**src/hw/pfs_pkg.sv**
```systemverilog
// constants, register map and types of the pcm frame synchronizer
package pfs_pkg;

  // bus and datapath widths
  localparam int AW   = 4;   // register index width
  localparam int DW   = 32;  // register data width
  localparam int SW   = 33;  // widest sync word
  localparam int EW   = 6;   // sync error count width
  localparam int FLW  = 16;  // minor frame length width
  localparam int CNTW = 17;  // bit position counter width
  localparam int MFW  = 11;  // minor frames per major frame width
  localparam int CW   = 8;   // transition criterion width
  localparam int TW   = 6;   // tolerance width
  localparam int CTW  = 8;   // control register width
  localparam int NPIN = 6;   // sampled link pins

  // sync word length limits
  localparam logic [TW-1:0] SYNC_MIN = 6'h10;
  localparam logic [TW-1:0] SYNC_MAX = 6'h21;

  // register indices (one 32-bit word each)
  localparam logic [AW-1:0] REG_CTRL      = 4'h0;
  localparam logic [AW-1:0] REG_SYNC_LEN  = 4'h1;
  localparam logic [AW-1:0] REG_PAT_LO    = 4'h2;
  localparam logic [AW-1:0] REG_PAT_HI    = 4'h3;
  localparam logic [AW-1:0] REG_MASK_LO   = 4'h4;
  localparam logic [AW-1:0] REG_MASK_HI   = 4'h5;
  localparam logic [AW-1:0] REG_FRAME_LEN = 4'h6;
  localparam logic [AW-1:0] REG_MINORS    = 4'h7;
  localparam logic [AW-1:0] REG_TOL       = 4'h8;
  localparam logic [AW-1:0] REG_CRIT      = 4'h9;
  localparam logic [AW-1:0] REG_STATUS    = 4'hA;
  localparam logic [AW-1:0] REG_ERRS      = 4'hB;

  // control field positions
  localparam int CTRL_SRC    = 0;  // two bits
  localparam int CTRL_PH180  = 2;
  localparam int CTRL_DUAL   = 3;
  localparam int CTRL_AUTO   = 4;
  localparam int CTRL_MASKEN = 5;
  localparam int CTRL_DIS    = 6;
  localparam int CTRL_BURST  = 7;

  // tolerance, criteria and status field positions
  localparam int TOL_ERR  = 0;
  localparam int TOL_SLIP = 8;
  localparam int CRIT_S2C = 0;
  localparam int CRIT_C2L = 8;
  localparam int CRIT_L2C = 16;
  localparam int CRIT_C2S = 24;
  localparam int STAT_PH  = 4;
  localparam int STAT_IDX = 16;

  // stream source codes
  localparam logic [1:0] SRC_BITSYNC = 2'h0;
  localparam logic [1:0] SRC_EXT     = 2'h1;
  localparam logic [1:0] SRC_SIM     = 2'h2;

  // reported lock codes
  localparam logic [1:0] LOCK_SEARCH = 2'h0;
  localparam logic [1:0] LOCK_CHECK  = 2'h1;
  localparam logic [1:0] LOCK_LOCK   = 2'h2;

  // reset values
  localparam logic [CTW-1:0] RST_CTRL      = 8'h00;
  localparam logic [TW-1:0]  RST_SYNC_LEN  = 6'h20;
  localparam logic [SW-1:0]  RST_PATTERN   = 33'h0FE6B2840;
  localparam logic [SW-1:0]  RST_MASK      = 33'h000000000;
  localparam logic [FLW-1:0] RST_FRAME_LEN = 16'h0100;
  localparam logic [MFW-1:0] RST_MINORS    = 11'h001;

  // pin positions in the sampled vector
  localparam int PIN_BS_CLK  = 0;
  localparam int PIN_BS_DAT  = 1;
  localparam int PIN_EXT_CLK = 2;
  localparam int PIN_EXT_DAT = 3;
  localparam int PIN_SIM_CLK = 4;
  localparam int PIN_SIM_DAT = 5;

  typedef enum logic [1:0] {PFS_SEARCH, PFS_CHECK, PFS_LOCK} pfs_state_t;

endpackage

```
**src/hw/pfs_frame_sync.sv**
```systemverilog
// pcm frame synchronizer with source select, sync search and lock tracking
`timescale 1ns/100ps

// Operation
// RL1: minor frames per major frame accepted from 1 to 1024.
// RL2: frame length counts sync bits; spacing runs sync word to sync word.
// RL3: sync word length 16 to 33 bits, comparator covers all.
// RL4: with masking on, mask ones exclude sync positions from comparison.
// RL5: each unmasked mismatching sync bit counts as one sync error.
// RL6: errors above tolerance fail the sync check and drive transitions.
// RL7: slips beyond the slip allowance count as failed checks.
// RL8: search-check-lock on good counts, lock-check-search on fail counts.
// RL9: lock state reported as 2 lock, 1 check, 0 search.
// RL10: data-in-search passes data in every lock state.
// RL11: burst mode delivers data as soon as sync is recognised.
// RL12: burst mode ignores frame length while sync keeps being detected.
// RL13: burst mode uses zero criteria; loss steps through check to search.
// RL14: exactly one of bit sync, external or simulator feeds the synchronizer.
// RL15: external source supplies both bit clock and serial data.
// RL16: simulator loopback feeds the bit sync path internally; here the simulator comes in on its own sim_clk and sim_data pins instead.
// RL17: external data sampled at 0 or 180 degrees of its clock.
// RL18: dual edge option captures a bit on each external clock edge.
// RL19: auto phase searches for the right external sampling phase.
// RL20: reset or config change restarts search with counters cleared.
// RL21: search compares every bit; check and lock only at frame spacing.
module pfs_frame_sync (
  input  wire logic                  clk,
  input  wire logic                  srst,
  input  wire logic [pfs_pkg::AW-1:0] reg_addr,
  input  wire logic [pfs_pkg::DW-1:0] reg_wdata,
  input  wire logic                  reg_wr,
  input  wire logic                  reg_rd,
  output logic      [pfs_pkg::DW-1:0] reg_rdata,
  input  wire logic                  bs_clk,
  input  wire logic                  bs_data,
  input  wire logic                  ext_clk,
  input  wire logic                  ext_data,
  input  wire logic                  sim_clk,
  input  wire logic                  sim_data,
  output logic                       out_data,
  output logic                       out_valid,
  output logic                       out_frame_start,
  output logic                       out_major_start,
  output logic      [1:0]            frame_lock_state,
  output logic      [pfs_pkg::MFW-1:0] minor_index
);
  import pfs_pkg::*;

  // register index match
  function automatic logic pfs_hit(input logic [AW-1:0] a, input logic [AW-1:0] idx);
    return a == idx;
  endfunction

  // number of set bits in a sync window
  function automatic logic [EW-1:0] pfs_ones(input logic [SW-1:0] v);
    logic [EW-1:0] n;
    n = '0;
    for (int i = 0; i < SW; i++)
    begin
      n = n + EW'(v[i]);
    end
    return n;
  endfunction

  // report code of a lock state
  function automatic logic [1:0] pfs_code(input pfs_state_t s);
    case (s)
      PFS_LOCK:  return LOCK_LOCK;
      PFS_CHECK: return LOCK_CHECK;
      default:   return LOCK_SEARCH;
    endcase
  endfunction

  logic [CTW-1:0]  ctrl;
  logic [TW-1:0]   sync_len;
  logic [SW-1:0]   pattern;
  logic [SW-1:0]   mask;
  logic [FLW-1:0]  frame_len;
  logic [MFW-1:0]  minors;
  logic [TW-1:0]   err_tol;
  logic [TW-1:0]   slip_tol;
  logic [DW-1:0]   crit;
  logic            restart;
  logic [NPIN-1:0] pin_raw;
  logic [NPIN-1:0] pin_s1;
  logic [NPIN-1:0] pin_s2;
  logic [NPIN-1:0] pin_s3;
  logic [NPIN-1:0] pin_f;
  logic            clk_prev;
  logic            auto_phase;
  logic [CNTW-1:0] hunt;
  logic [SW-1:0]   shreg;
  logic [CNTW-1:0] cnt;
  logic [CW-1:0]   good;
  logic [CW-1:0]   bad;
  pfs_state_t      state;
  logic [EW-1:0]   err_last;

  // write decode
  wire wr_ctrl  = reg_wr && pfs_hit(reg_addr, REG_CTRL);
  wire wr_slen  = reg_wr && pfs_hit(reg_addr, REG_SYNC_LEN);
  wire wr_plo   = reg_wr && pfs_hit(reg_addr, REG_PAT_LO);
  wire wr_phi   = reg_wr && pfs_hit(reg_addr, REG_PAT_HI);
  wire wr_mlo   = reg_wr && pfs_hit(reg_addr, REG_MASK_LO);
  wire wr_mhi   = reg_wr && pfs_hit(reg_addr, REG_MASK_HI);
  wire wr_flen  = reg_wr && pfs_hit(reg_addr, REG_FRAME_LEN);
  wire wr_minor = reg_wr && pfs_hit(reg_addr, REG_MINORS);
  wire wr_tol   = reg_wr && pfs_hit(reg_addr, REG_TOL);
  wire wr_crit  = reg_wr && pfs_hit(reg_addr, REG_CRIT);

  // sync length written out of range is clamped into 16..33
  wire [TW-1:0] slen_in  = reg_wdata[TW-1:0];
  wire [TW-1:0] slen_lim = (reg_wdata[DW-1:TW] != '0 || slen_in > SYNC_MAX) ? SYNC_MAX :
                           (slen_in < SYNC_MIN) ? SYNC_MIN : slen_in; // RL3

  // configuration registers
  always_ff @(posedge clk)
  begin
    if (srst)
    begin
      ctrl      <= RST_CTRL;
      sync_len  <= RST_SYNC_LEN;
      pattern   <= RST_PATTERN;
      mask      <= RST_MASK;
      frame_len <= RST_FRAME_LEN;
      minors    <= RST_MINORS;
      err_tol   <= '0;
      slip_tol  <= '0;
      crit      <= '0;
    end
    else
    begin
      if (wr_ctrl)  ctrl <= reg_wdata[CTW-1:0];
      if (wr_slen)  sync_len <= slen_lim;
      if (wr_plo)   pattern[DW-1:0] <= reg_wdata;
      if (wr_phi)   pattern[SW-1] <= reg_wdata[0];
      if (wr_mlo)   mask[DW-1:0] <= reg_wdata;
      if (wr_mhi)   mask[SW-1] <= reg_wdata[0];
      if (wr_flen)  frame_len <= reg_wdata[FLW-1:0]; // RL2
      if (wr_minor) minors <= reg_wdata[MFW-1:0]; // RL1
      if (wr_tol)   err_tol <= reg_wdata[TOL_ERR +: TW];
      if (wr_tol)   slip_tol <= reg_wdata[TOL_SLIP +: TW];
      if (wr_crit)  crit <= reg_wdata;
    end
  end

  // any configuration write restarts the search one cycle later
  always_ff @(posedge clk)
  begin
    restart <= !srst && reg_wr; // RL20
  end

  // three-stage sampling of link pins, a change counts when stages 2 and 3 agree
  assign pin_raw = {sim_data, sim_clk, ext_data, ext_clk, bs_data, bs_clk};
  always_ff @(posedge clk)
  begin
    if (srst)
    begin
      pin_s1 <= '0;
      pin_s2 <= '0;
      pin_s3 <= '0;
      pin_f  <= '0;
    end
    else
    begin
      pin_s1 <= pin_raw;
      pin_s2 <= pin_s1;
      pin_s3 <= pin_s2;
      pin_f  <= (pin_s2 & pin_s3) | (pin_f & (pin_s2 ^ pin_s3));
    end
  end

  // source selection, code 3 falls back to the bit sync
  wire [1:0] src     = ctrl[CTRL_SRC +: 2];
  wire       sel_ext = (src == SRC_EXT);
  wire       sel_sim = (src == SRC_SIM);
  wire       src_clk = sel_ext ? pin_f[PIN_EXT_CLK] :
                       sel_sim ? pin_f[PIN_SIM_CLK] : pin_f[PIN_BS_CLK]; // RL14 RL16
  wire       src_dat = sel_ext ? pin_f[PIN_EXT_DAT] :
                       sel_sim ? pin_f[PIN_SIM_DAT] : pin_f[PIN_BS_DAT]; // RL14 RL15

  // edge finding and bit capture
  wire burst    = ctrl[CTRL_BURST];
  wire rise     = src_clk && !clk_prev;
  wire fall     = !src_clk && clk_prev;
  wire ph_eff   = ctrl[CTRL_AUTO] ? auto_phase : ctrl[CTRL_PH180]; // RL19
  wire ext_take = ctrl[CTRL_DUAL] ? (rise || fall) : // RL18
                  ph_eff ? fall : rise; // RL17
  wire take     = sel_ext ? ext_take : rise;

  always_ff @(posedge clk)
  begin
    if (srst)
      clk_prev <= 1'b0;
    else
      clk_prev <= src_clk;
  end

  // sync window comparison
  logic [SW-1:0] len_mask;
  genvar g;
  generate
    for (g = 0; g < SW; g++)
    begin : g_len
      assign len_mask[g] = (g < int'(sync_len)); // RL3
    end
  endgenerate

  wire [SW-1:0]   next_shreg = {shreg[SW-2:0], src_dat};
  wire [SW-1:0]   cmp_mask   = ctrl[CTRL_MASKEN] ? ~mask : '1; // RL4
  wire [SW-1:0]   diff       = (next_shreg ^ pattern) & len_mask & cmp_mask;
  wire [EW-1:0]   errs       = pfs_ones(diff); // RL5
  wire            match      = (errs <= EW'(err_tol)); // RL6
  wire [CNTW-1:0] cnt_inc    = cnt + CNTW'(1);
  wire [CNTW-1:0] flen_w     = CNTW'(frame_len);
  wire [CNTW-1:0] slip_w     = CNTW'(slip_tol);
  wire [CNTW-1:0] win_lo     = burst ? CNTW'(1) : // RL12
                               (slip_w >= flen_w) ? CNTW'(1) : flen_w - slip_w; // RL7
  wire [CNTW-1:0] win_hi     = flen_w + slip_w; // RL7

  // criteria, all zero in burst mode
  wire [CW-1:0] c_s2c = burst ? '0 : crit[CRIT_S2C +: CW]; // RL13
  wire [CW-1:0] c_c2l = burst ? '0 : crit[CRIT_C2L +: CW]; // RL13
  wire [CW-1:0] c_l2c = burst ? '0 : crit[CRIT_L2C +: CW];
  wire [CW-1:0] c_c2s = burst ? '0 : crit[CRIT_C2S +: CW];

  // lock state machine next values
  pfs_state_t      next_state;
  logic [CW-1:0]   next_good;
  logic [CW-1:0]   next_bad;
  logic [CNTW-1:0] next_cnt;
  logic            sync_ok;
  logic            eval;
  always_comb
  begin
    next_state = state;
    next_good  = good;
    next_bad   = bad;
    next_cnt   = cnt;
    sync_ok    = 1'b0;
    eval       = 1'b0;
    if (take)
    begin
      next_cnt = cnt_inc;
      case (state)
        PFS_SEARCH:
        begin
          if (match) // RL21
          begin
            sync_ok  = 1'b1;
            next_cnt = '0;
            if (good >= c_s2c) // RL8
            begin
              next_state = PFS_CHECK;
              next_good  = '0;
            end
            else
              next_good = good + CW'(1);
          end
        end
        PFS_CHECK, PFS_LOCK:
        begin
          if (match && cnt_inc >= win_lo) // RL21
          begin
            sync_ok  = 1'b1;
            eval     = 1'b1;
            next_cnt = '0;
            next_bad = '0;
            if (state == PFS_CHECK && good >= c_c2l) // RL8
            begin
              next_state = PFS_LOCK;
              next_good  = '0;
            end
            else if (state == PFS_CHECK)
              next_good = good + CW'(1);
          end
          else if (cnt_inc >= win_hi) // RL7
          begin
            eval      = 1'b1;
            next_cnt  = cnt_inc - flen_w;
            next_good = '0;
            if (state == PFS_LOCK && bad >= c_l2c) // RL8 RL13
            begin
              next_state = PFS_CHECK;
              next_bad   = '0;
            end
            else if (state == PFS_CHECK && bad >= c_c2s) // RL8 RL13
            begin
              next_state = PFS_SEARCH;
              next_bad   = '0;
            end
            else
              next_bad = bad + CW'(1); // RL6
          end
        end
        default:
          next_state = PFS_SEARCH;
      endcase
    end
  end

  // lock state and counters
  always_ff @(posedge clk)
  begin
    if (srst || restart) // RL20
    begin
      state <= PFS_SEARCH;
      good  <= '0;
      bad   <= '0;
      cnt   <= '0;
      shreg <= '0;
    end
    else
    begin
      state <= next_state;
      good  <= next_good;
      bad   <= next_bad;
      cnt   <= next_cnt;
      if (take)
        shreg <= next_shreg;
    end
  end

  // error count of the last frame-spaced check
  always_ff @(posedge clk)
  begin
    if (srst || restart)
      err_last <= '0;
    else if (eval)
      err_last <= errs;
  end

  // auto phase flips the external sampling edge after two frames without sync
  wire hunt_on  = sel_ext && ctrl[CTRL_AUTO] && state == PFS_SEARCH && take;
  wire hunt_end = (hunt + CNTW'(1)) >= (flen_w << 1);
  always_ff @(posedge clk)
  begin
    if (srst)
    begin
      auto_phase <= 1'b0;
      hunt       <= '0;
    end
    else if (restart)
    begin
      auto_phase <= ctrl[CTRL_PH180];
      hunt       <= '0;
    end
    else if (hunt_on)
    begin
      hunt       <= (match || hunt_end) ? '0 : hunt + CNTW'(1);
      auto_phase <= (!match && hunt_end) ? !auto_phase : auto_phase; // RL19
    end
  end

  // delivery decision on the state being entered
  wire deliver = (next_state == PFS_LOCK) || ctrl[CTRL_DIS] || // RL10
                 (burst && next_state != PFS_SEARCH); // RL11
  wire idx_wrap = (MFW'(minor_index + MFW'(1)) >= minors) ||
                  (minor_index == {MFW{1'b1}}); // RL1

  // stream outputs
  always_ff @(posedge clk)
  begin
    if (srst || restart)
    begin
      out_data         <= 1'b0;
      out_valid        <= 1'b0;
      out_frame_start  <= 1'b0;
      out_major_start  <= 1'b0;
      frame_lock_state <= LOCK_SEARCH;
      minor_index      <= '0;
    end
    else
    begin
      out_data         <= take ? src_dat : out_data;
      out_valid        <= take && deliver;
      out_frame_start  <= sync_ok && deliver;
      out_major_start  <= sync_ok && deliver && (state == PFS_SEARCH || idx_wrap);
      frame_lock_state <= pfs_code(next_state); // RL9
      if (sync_ok && state == PFS_SEARCH)
        minor_index <= '0;
      else if (sync_ok)
        minor_index <= idx_wrap ? '0 : minor_index + MFW'(1);
    end
  end

  // read selection
  logic [DW-1:0] rd_mux;
  always_comb
  begin
    rd_mux = '0;
    case (reg_addr)
      REG_CTRL:      rd_mux = DW'(ctrl);
      REG_SYNC_LEN:  rd_mux = DW'(sync_len);
      REG_PAT_LO:    rd_mux = pattern[DW-1:0];
      REG_PAT_HI:    rd_mux = DW'(pattern[SW-1]);
      REG_MASK_LO:   rd_mux = mask[DW-1:0];
      REG_MASK_HI:   rd_mux = DW'(mask[SW-1]);
      REG_FRAME_LEN: rd_mux = DW'(frame_len);
      REG_MINORS:    rd_mux = DW'(minors);
      REG_TOL:       rd_mux = DW'({slip_tol, 2'h0, err_tol});
      REG_CRIT:      rd_mux = crit;
      REG_STATUS:    rd_mux = (DW'(minor_index) << STAT_IDX) | (DW'(ph_eff) << STAT_PH) |
                              DW'(frame_lock_state);
      REG_ERRS:      rd_mux = DW'(err_last);
      default:       rd_mux = '0;
    endcase
  end

  // read data stands only in the cycle after the strobe
  always_ff @(posedge clk)
  begin
    if (srst)
      reg_rdata <= '0;
    else
      reg_rdata <= reg_rd ? rd_mux : '0;
  end

endmodule // pfs_frame_sync

```
**config.mk**
```make
export PLATFORM = sky130hd
export DESIGN_NAME = pfs_frame_sync
export DESIGN_NICKNAME = d
export VERILOG_FILES = /design/src/hw/pfs_pkg.sv /design/src/hw/pfs_frame_sync.sv
export SDC_FILE = /design/constraint.sdc
export NUM_CORES = 1
export LEC_CHECK = 0
export ABC_AREA = 1
export BUFFER_PORTS_ARGS = -buffer_cell sky130_fd_sc_hd__buf_2
export CAP_MARGIN = 20
export CELL_PAD_IN_SITES_DETAIL_PLACEMENT = 1
export CELL_PAD_IN_SITES_GLOBAL_PLACEMENT = 1
export CORE_MARGIN = 2
export CORE_UTILIZATION = 25
export DETAILED_ROUTE_END_ITERATION = 12
export PLACE_DENSITY = 0.52
export RECOVER_POWER = 50
export SLEW_MARGIN = 20
export SYNTH_ARGS = -nofsm -noshare
export SYNTH_HDL_FRONTEND = slang
export SYNTH_SLANG_ARGS = --single-unit
```
**constraint.sdc**
```tcl
create_clock -name clk -period 15.6 [get_ports clk]
set_input_delay 0.78 -clock clk [delete_from_list [all_inputs] [get_ports clk]]
set_output_delay 0.78 -clock clk [all_outputs]
set_load 0.01 [all_outputs]
```
==> key figures <==
Detailed routing
  – DR pass1 iterations: 5
  – DRC errors left: 0
  – Vias: 18300
  – Routed vias/inst: 5.02
  – Detailed Route WL: 81400 µm
  – Remaining antenna violation count: 0
  – 1st-iter DRT viols: 947
  – Drt wl/cell: 22.3 µm

Layout
  – Area grow syn2layout: 15.3%
  – # fillers: 9167
  – Final cell count without fillers: 3650
  – Final core occ: 29.0%
  – Final nets: 2863
  – ANT cells: 0
  – Share of cells above drive strength 1: 7.90%

STA
  – Max Freq: 110 MHz
  – RSZ-0062 raised after global routing: no
  – Final Slew Violations: 174
  – Final min period: 9.08 ns
  – Slew HR: -67.7%
  – Final worst path period share: 58.2%
  – Final TNS setup: 0 ns
  – Final Setup Violations: 0
  – Final Hold Viols: 0
  – Actual slew at the worst max-slew pin: 2.52 ns
  – Worst Clk Skew: 0.0410 ns

Synth
  – Largest area contributor in the netlist: dfxtp_1
  – Synth top area share: 33.2%
  – Register area share after synthesis: 33.2%
  – Top post-synthesis cells by count: nand2_1 (427), inv_1 (345), dfxtp_1 (316), a21oi_1 (293), nor2_1 (207)
  – Ranking of synthesized cells by area: dfxtp_1 (33%), ha_1 (9.9%), nand2_1 (8.4%)
  – Count leader, synth: nand2_1
  – Ys Warns: 0
  – Main synth FF type: dfxtp_1
  – Distinct cells, synth: 66
  – #FFs+latches synth: 316
  – Post-Syn Area: 19000 µm²
  – Post-Syn Area per Cell: 7.37 µm²
  – Number of synthesized flops with an enable pin: 0
  – Synth Instances: 2583
  – Mapped Nets: 2808
  – Ys async rst share: 0%

Clock tree
  – CTS tree: yes
  – Resize count post-CTS: 0
  – Htree depth: 2
  – Latest clock arrival within the worst-skew pair: 0.60 ns
  – Clk slew on worst S/H paths: 0.06 ns
  – Setup bufs post-CTS: 0
  – Total CTS buffers: 42
  – Clk buf depth: 3
  – TritonCTS Sinks: 316
  – Hold-fix buffers, CTS: 0
  – CTS root buf: clkbuf_16

Floorplan
  – Starting Density: 25.2%
  – Die ar.: 78400 µm²
  – Die Height: 280 µm
  – Die width: 280 µm
  – Cell Rows: 101
  – Core area: 75700 µm²
  – Num ports: 95

Global route
  – Wire length of the first global-routing pass: 121000 µm
  – Initial antenna violation count: 5
  – Number of global-route vias before repair: 18900
  – Gr busiest metal: met2
  – Total GRT Usage: 20.6%
  – M3 GR Usage: 3.45%
  – Met1 usage: 24.9%
  – Pin count of the biggest net entering global routing: 95
  – Met2 Use GR: 35.7%
  – GRT overflow: 0

Setup path
  – CP Launch Point: sync_len[5]
  – Data arrival, critical path: 9.50 ns
  – CP max stage cell: o21ai_1
  – Max FO, Critical Path: 23
  – Reg2reg start: sync_len[5]
  – CP startpoint kind: register
  – Critical path type: reg -> reg
  – Crit path required time: 16.02 ns
  – Critical path's most frequent cell: fa_1
  – Setup crit end kind: register
  – Delay of the slowest critical-path stage: 0.78 ns

Flow run
  – Number of max-cap violations: 5

Run status
  – Violated checks: max-capacitance violations, max-slew violations
  – Status: finished, violations left

Pwr
  – Cell Pwr Density: 120 nW/µm²
  – Peak VDD IR: 0.000111 V
  – Leakage power: 9.06 nW

Place
  – Placed cell count: 3571
  – DP HPWL: 63300 µm
  – IO Port Bufs: 94
  – GPL Wtd Cong: 0.881

Min path
  – Worst Hold Class: reg -> reg
  – Hold path startpoint: pin_s1[0]
power breakdown:
part / leakage [nW] / internal (mW) / switching (mW)
Sequential: 2.56 / 0.824 / 0.0160
Clock: 0.769 / 0.661 / 0.422
Combinational: 5.74 / 0.221 / 0.501
Total: 9.06 / 1.71 / 0.939
flip-flops by register name (all words and copies together), names as in the netlist, 8 cells and up:
name and flops:
minor_index 11, pattern 33, mask 33, ctrl 8, hunt 17, crit 32, minors 11, good 8
bad 8, cnt 17, frame_len 16, reg_rdata 32, shreg 32
path summary, 6_finish.rpt:
kind | end | slack (ns) | depth (start not counted)
worst min register to register | pin_s2[0] | 0.41 | 2
worst min-delay path | pin_s2[0] | 0.41 | 2
worst max register to register | minor_index[8] | 6.52 | 31
worst max-delay path | minor_index[8] | 6.52 | 31
layout make-up:
class	instances	area, µm²	share of cell area (%)
multi-input cells	1803	10900	49.8
repair buffers	116	552	2.51
well taps	978	1220	5.57
inverters	359	1360	6.18
clock buffers	52	1180	5.37
clock inverters	26	377	1.72
flip-flops and latches	316	6330	28.8
per-layer routing:
metal | vias to the layer above | wire length [µm]
li1 | 8788 | -
met1 | 8945 | 34900
met2 | 419 | 39000
met3 | 174 | 3580
met4 | 4 | 3910
met5 | - | 22
through the flow:
| step | power, mW | area [µm²] | hold WS (ns) | setup slack [ns] |
|---|---|---|---|---|
| after global routing | 2.80 | 22000 | 0.404 | 5.93 |
| after CTS | 2.67 | 22000 | 0.380 | 6.55 |
| after floorplan | 1.36 | 19000 | 0.388 | 8.30 |
| after global placement | 1.56 | 20500 | 0.399 | 6.90 |
| after detailed placement | 1.58 | 20500 | 0.402 | 6.63 |
| final | 2.64 | 22000 | 0.406 | 6.52 |
layout by cell type (no fill, tap or decap), types with 12 or more instances in the layout:
cell,n
nand4_1,23
ha_1,151
nor2_1,204
nand2_1,427
o22ai_1,53
o211ai_1,15
nand3_1,98
buf_4,14
a211oi_1,30
inv_1,344
a21oi_1,293
a221oi_1,29
fa_1,28
clkbuf_1,61
o221ai_1,13
dfxtp_1,316
nor3_1,25
o21ai_0,198
clkbuf_16,43
clkinv_2,12
buf_2,42
xnor2_1,19
xor2_1,57
kinds of logic (layout without fill, tap and decap cells):
logic type	Yosys count	after routing	synth area share, %
adder cells (fa/ha/maj)	179	179	12.9
AND/OR/NAND/NOR	856	856	19.9
XOR/XNOR	77	77	3.58
AO/OA/AOI/OAI	691	691	21.0
buffers and inverters	464	553	9.42
flip-flops	316	316	33.2
worst max-delay path: cells and delay by family (launching register included):
family	cells	cell delay [ns]
AND/OR/NAND/NOR	8	1.71
adder cells (fa/ha/maj)	9	4.09
AO/OA/AOI/OAI	9	1.98
buffers and inverters	4	0.45
flip-flops	1	0.37
XOR/XNOR	1	0.28
Note: power is estimated with default switching activity, not from simulation.
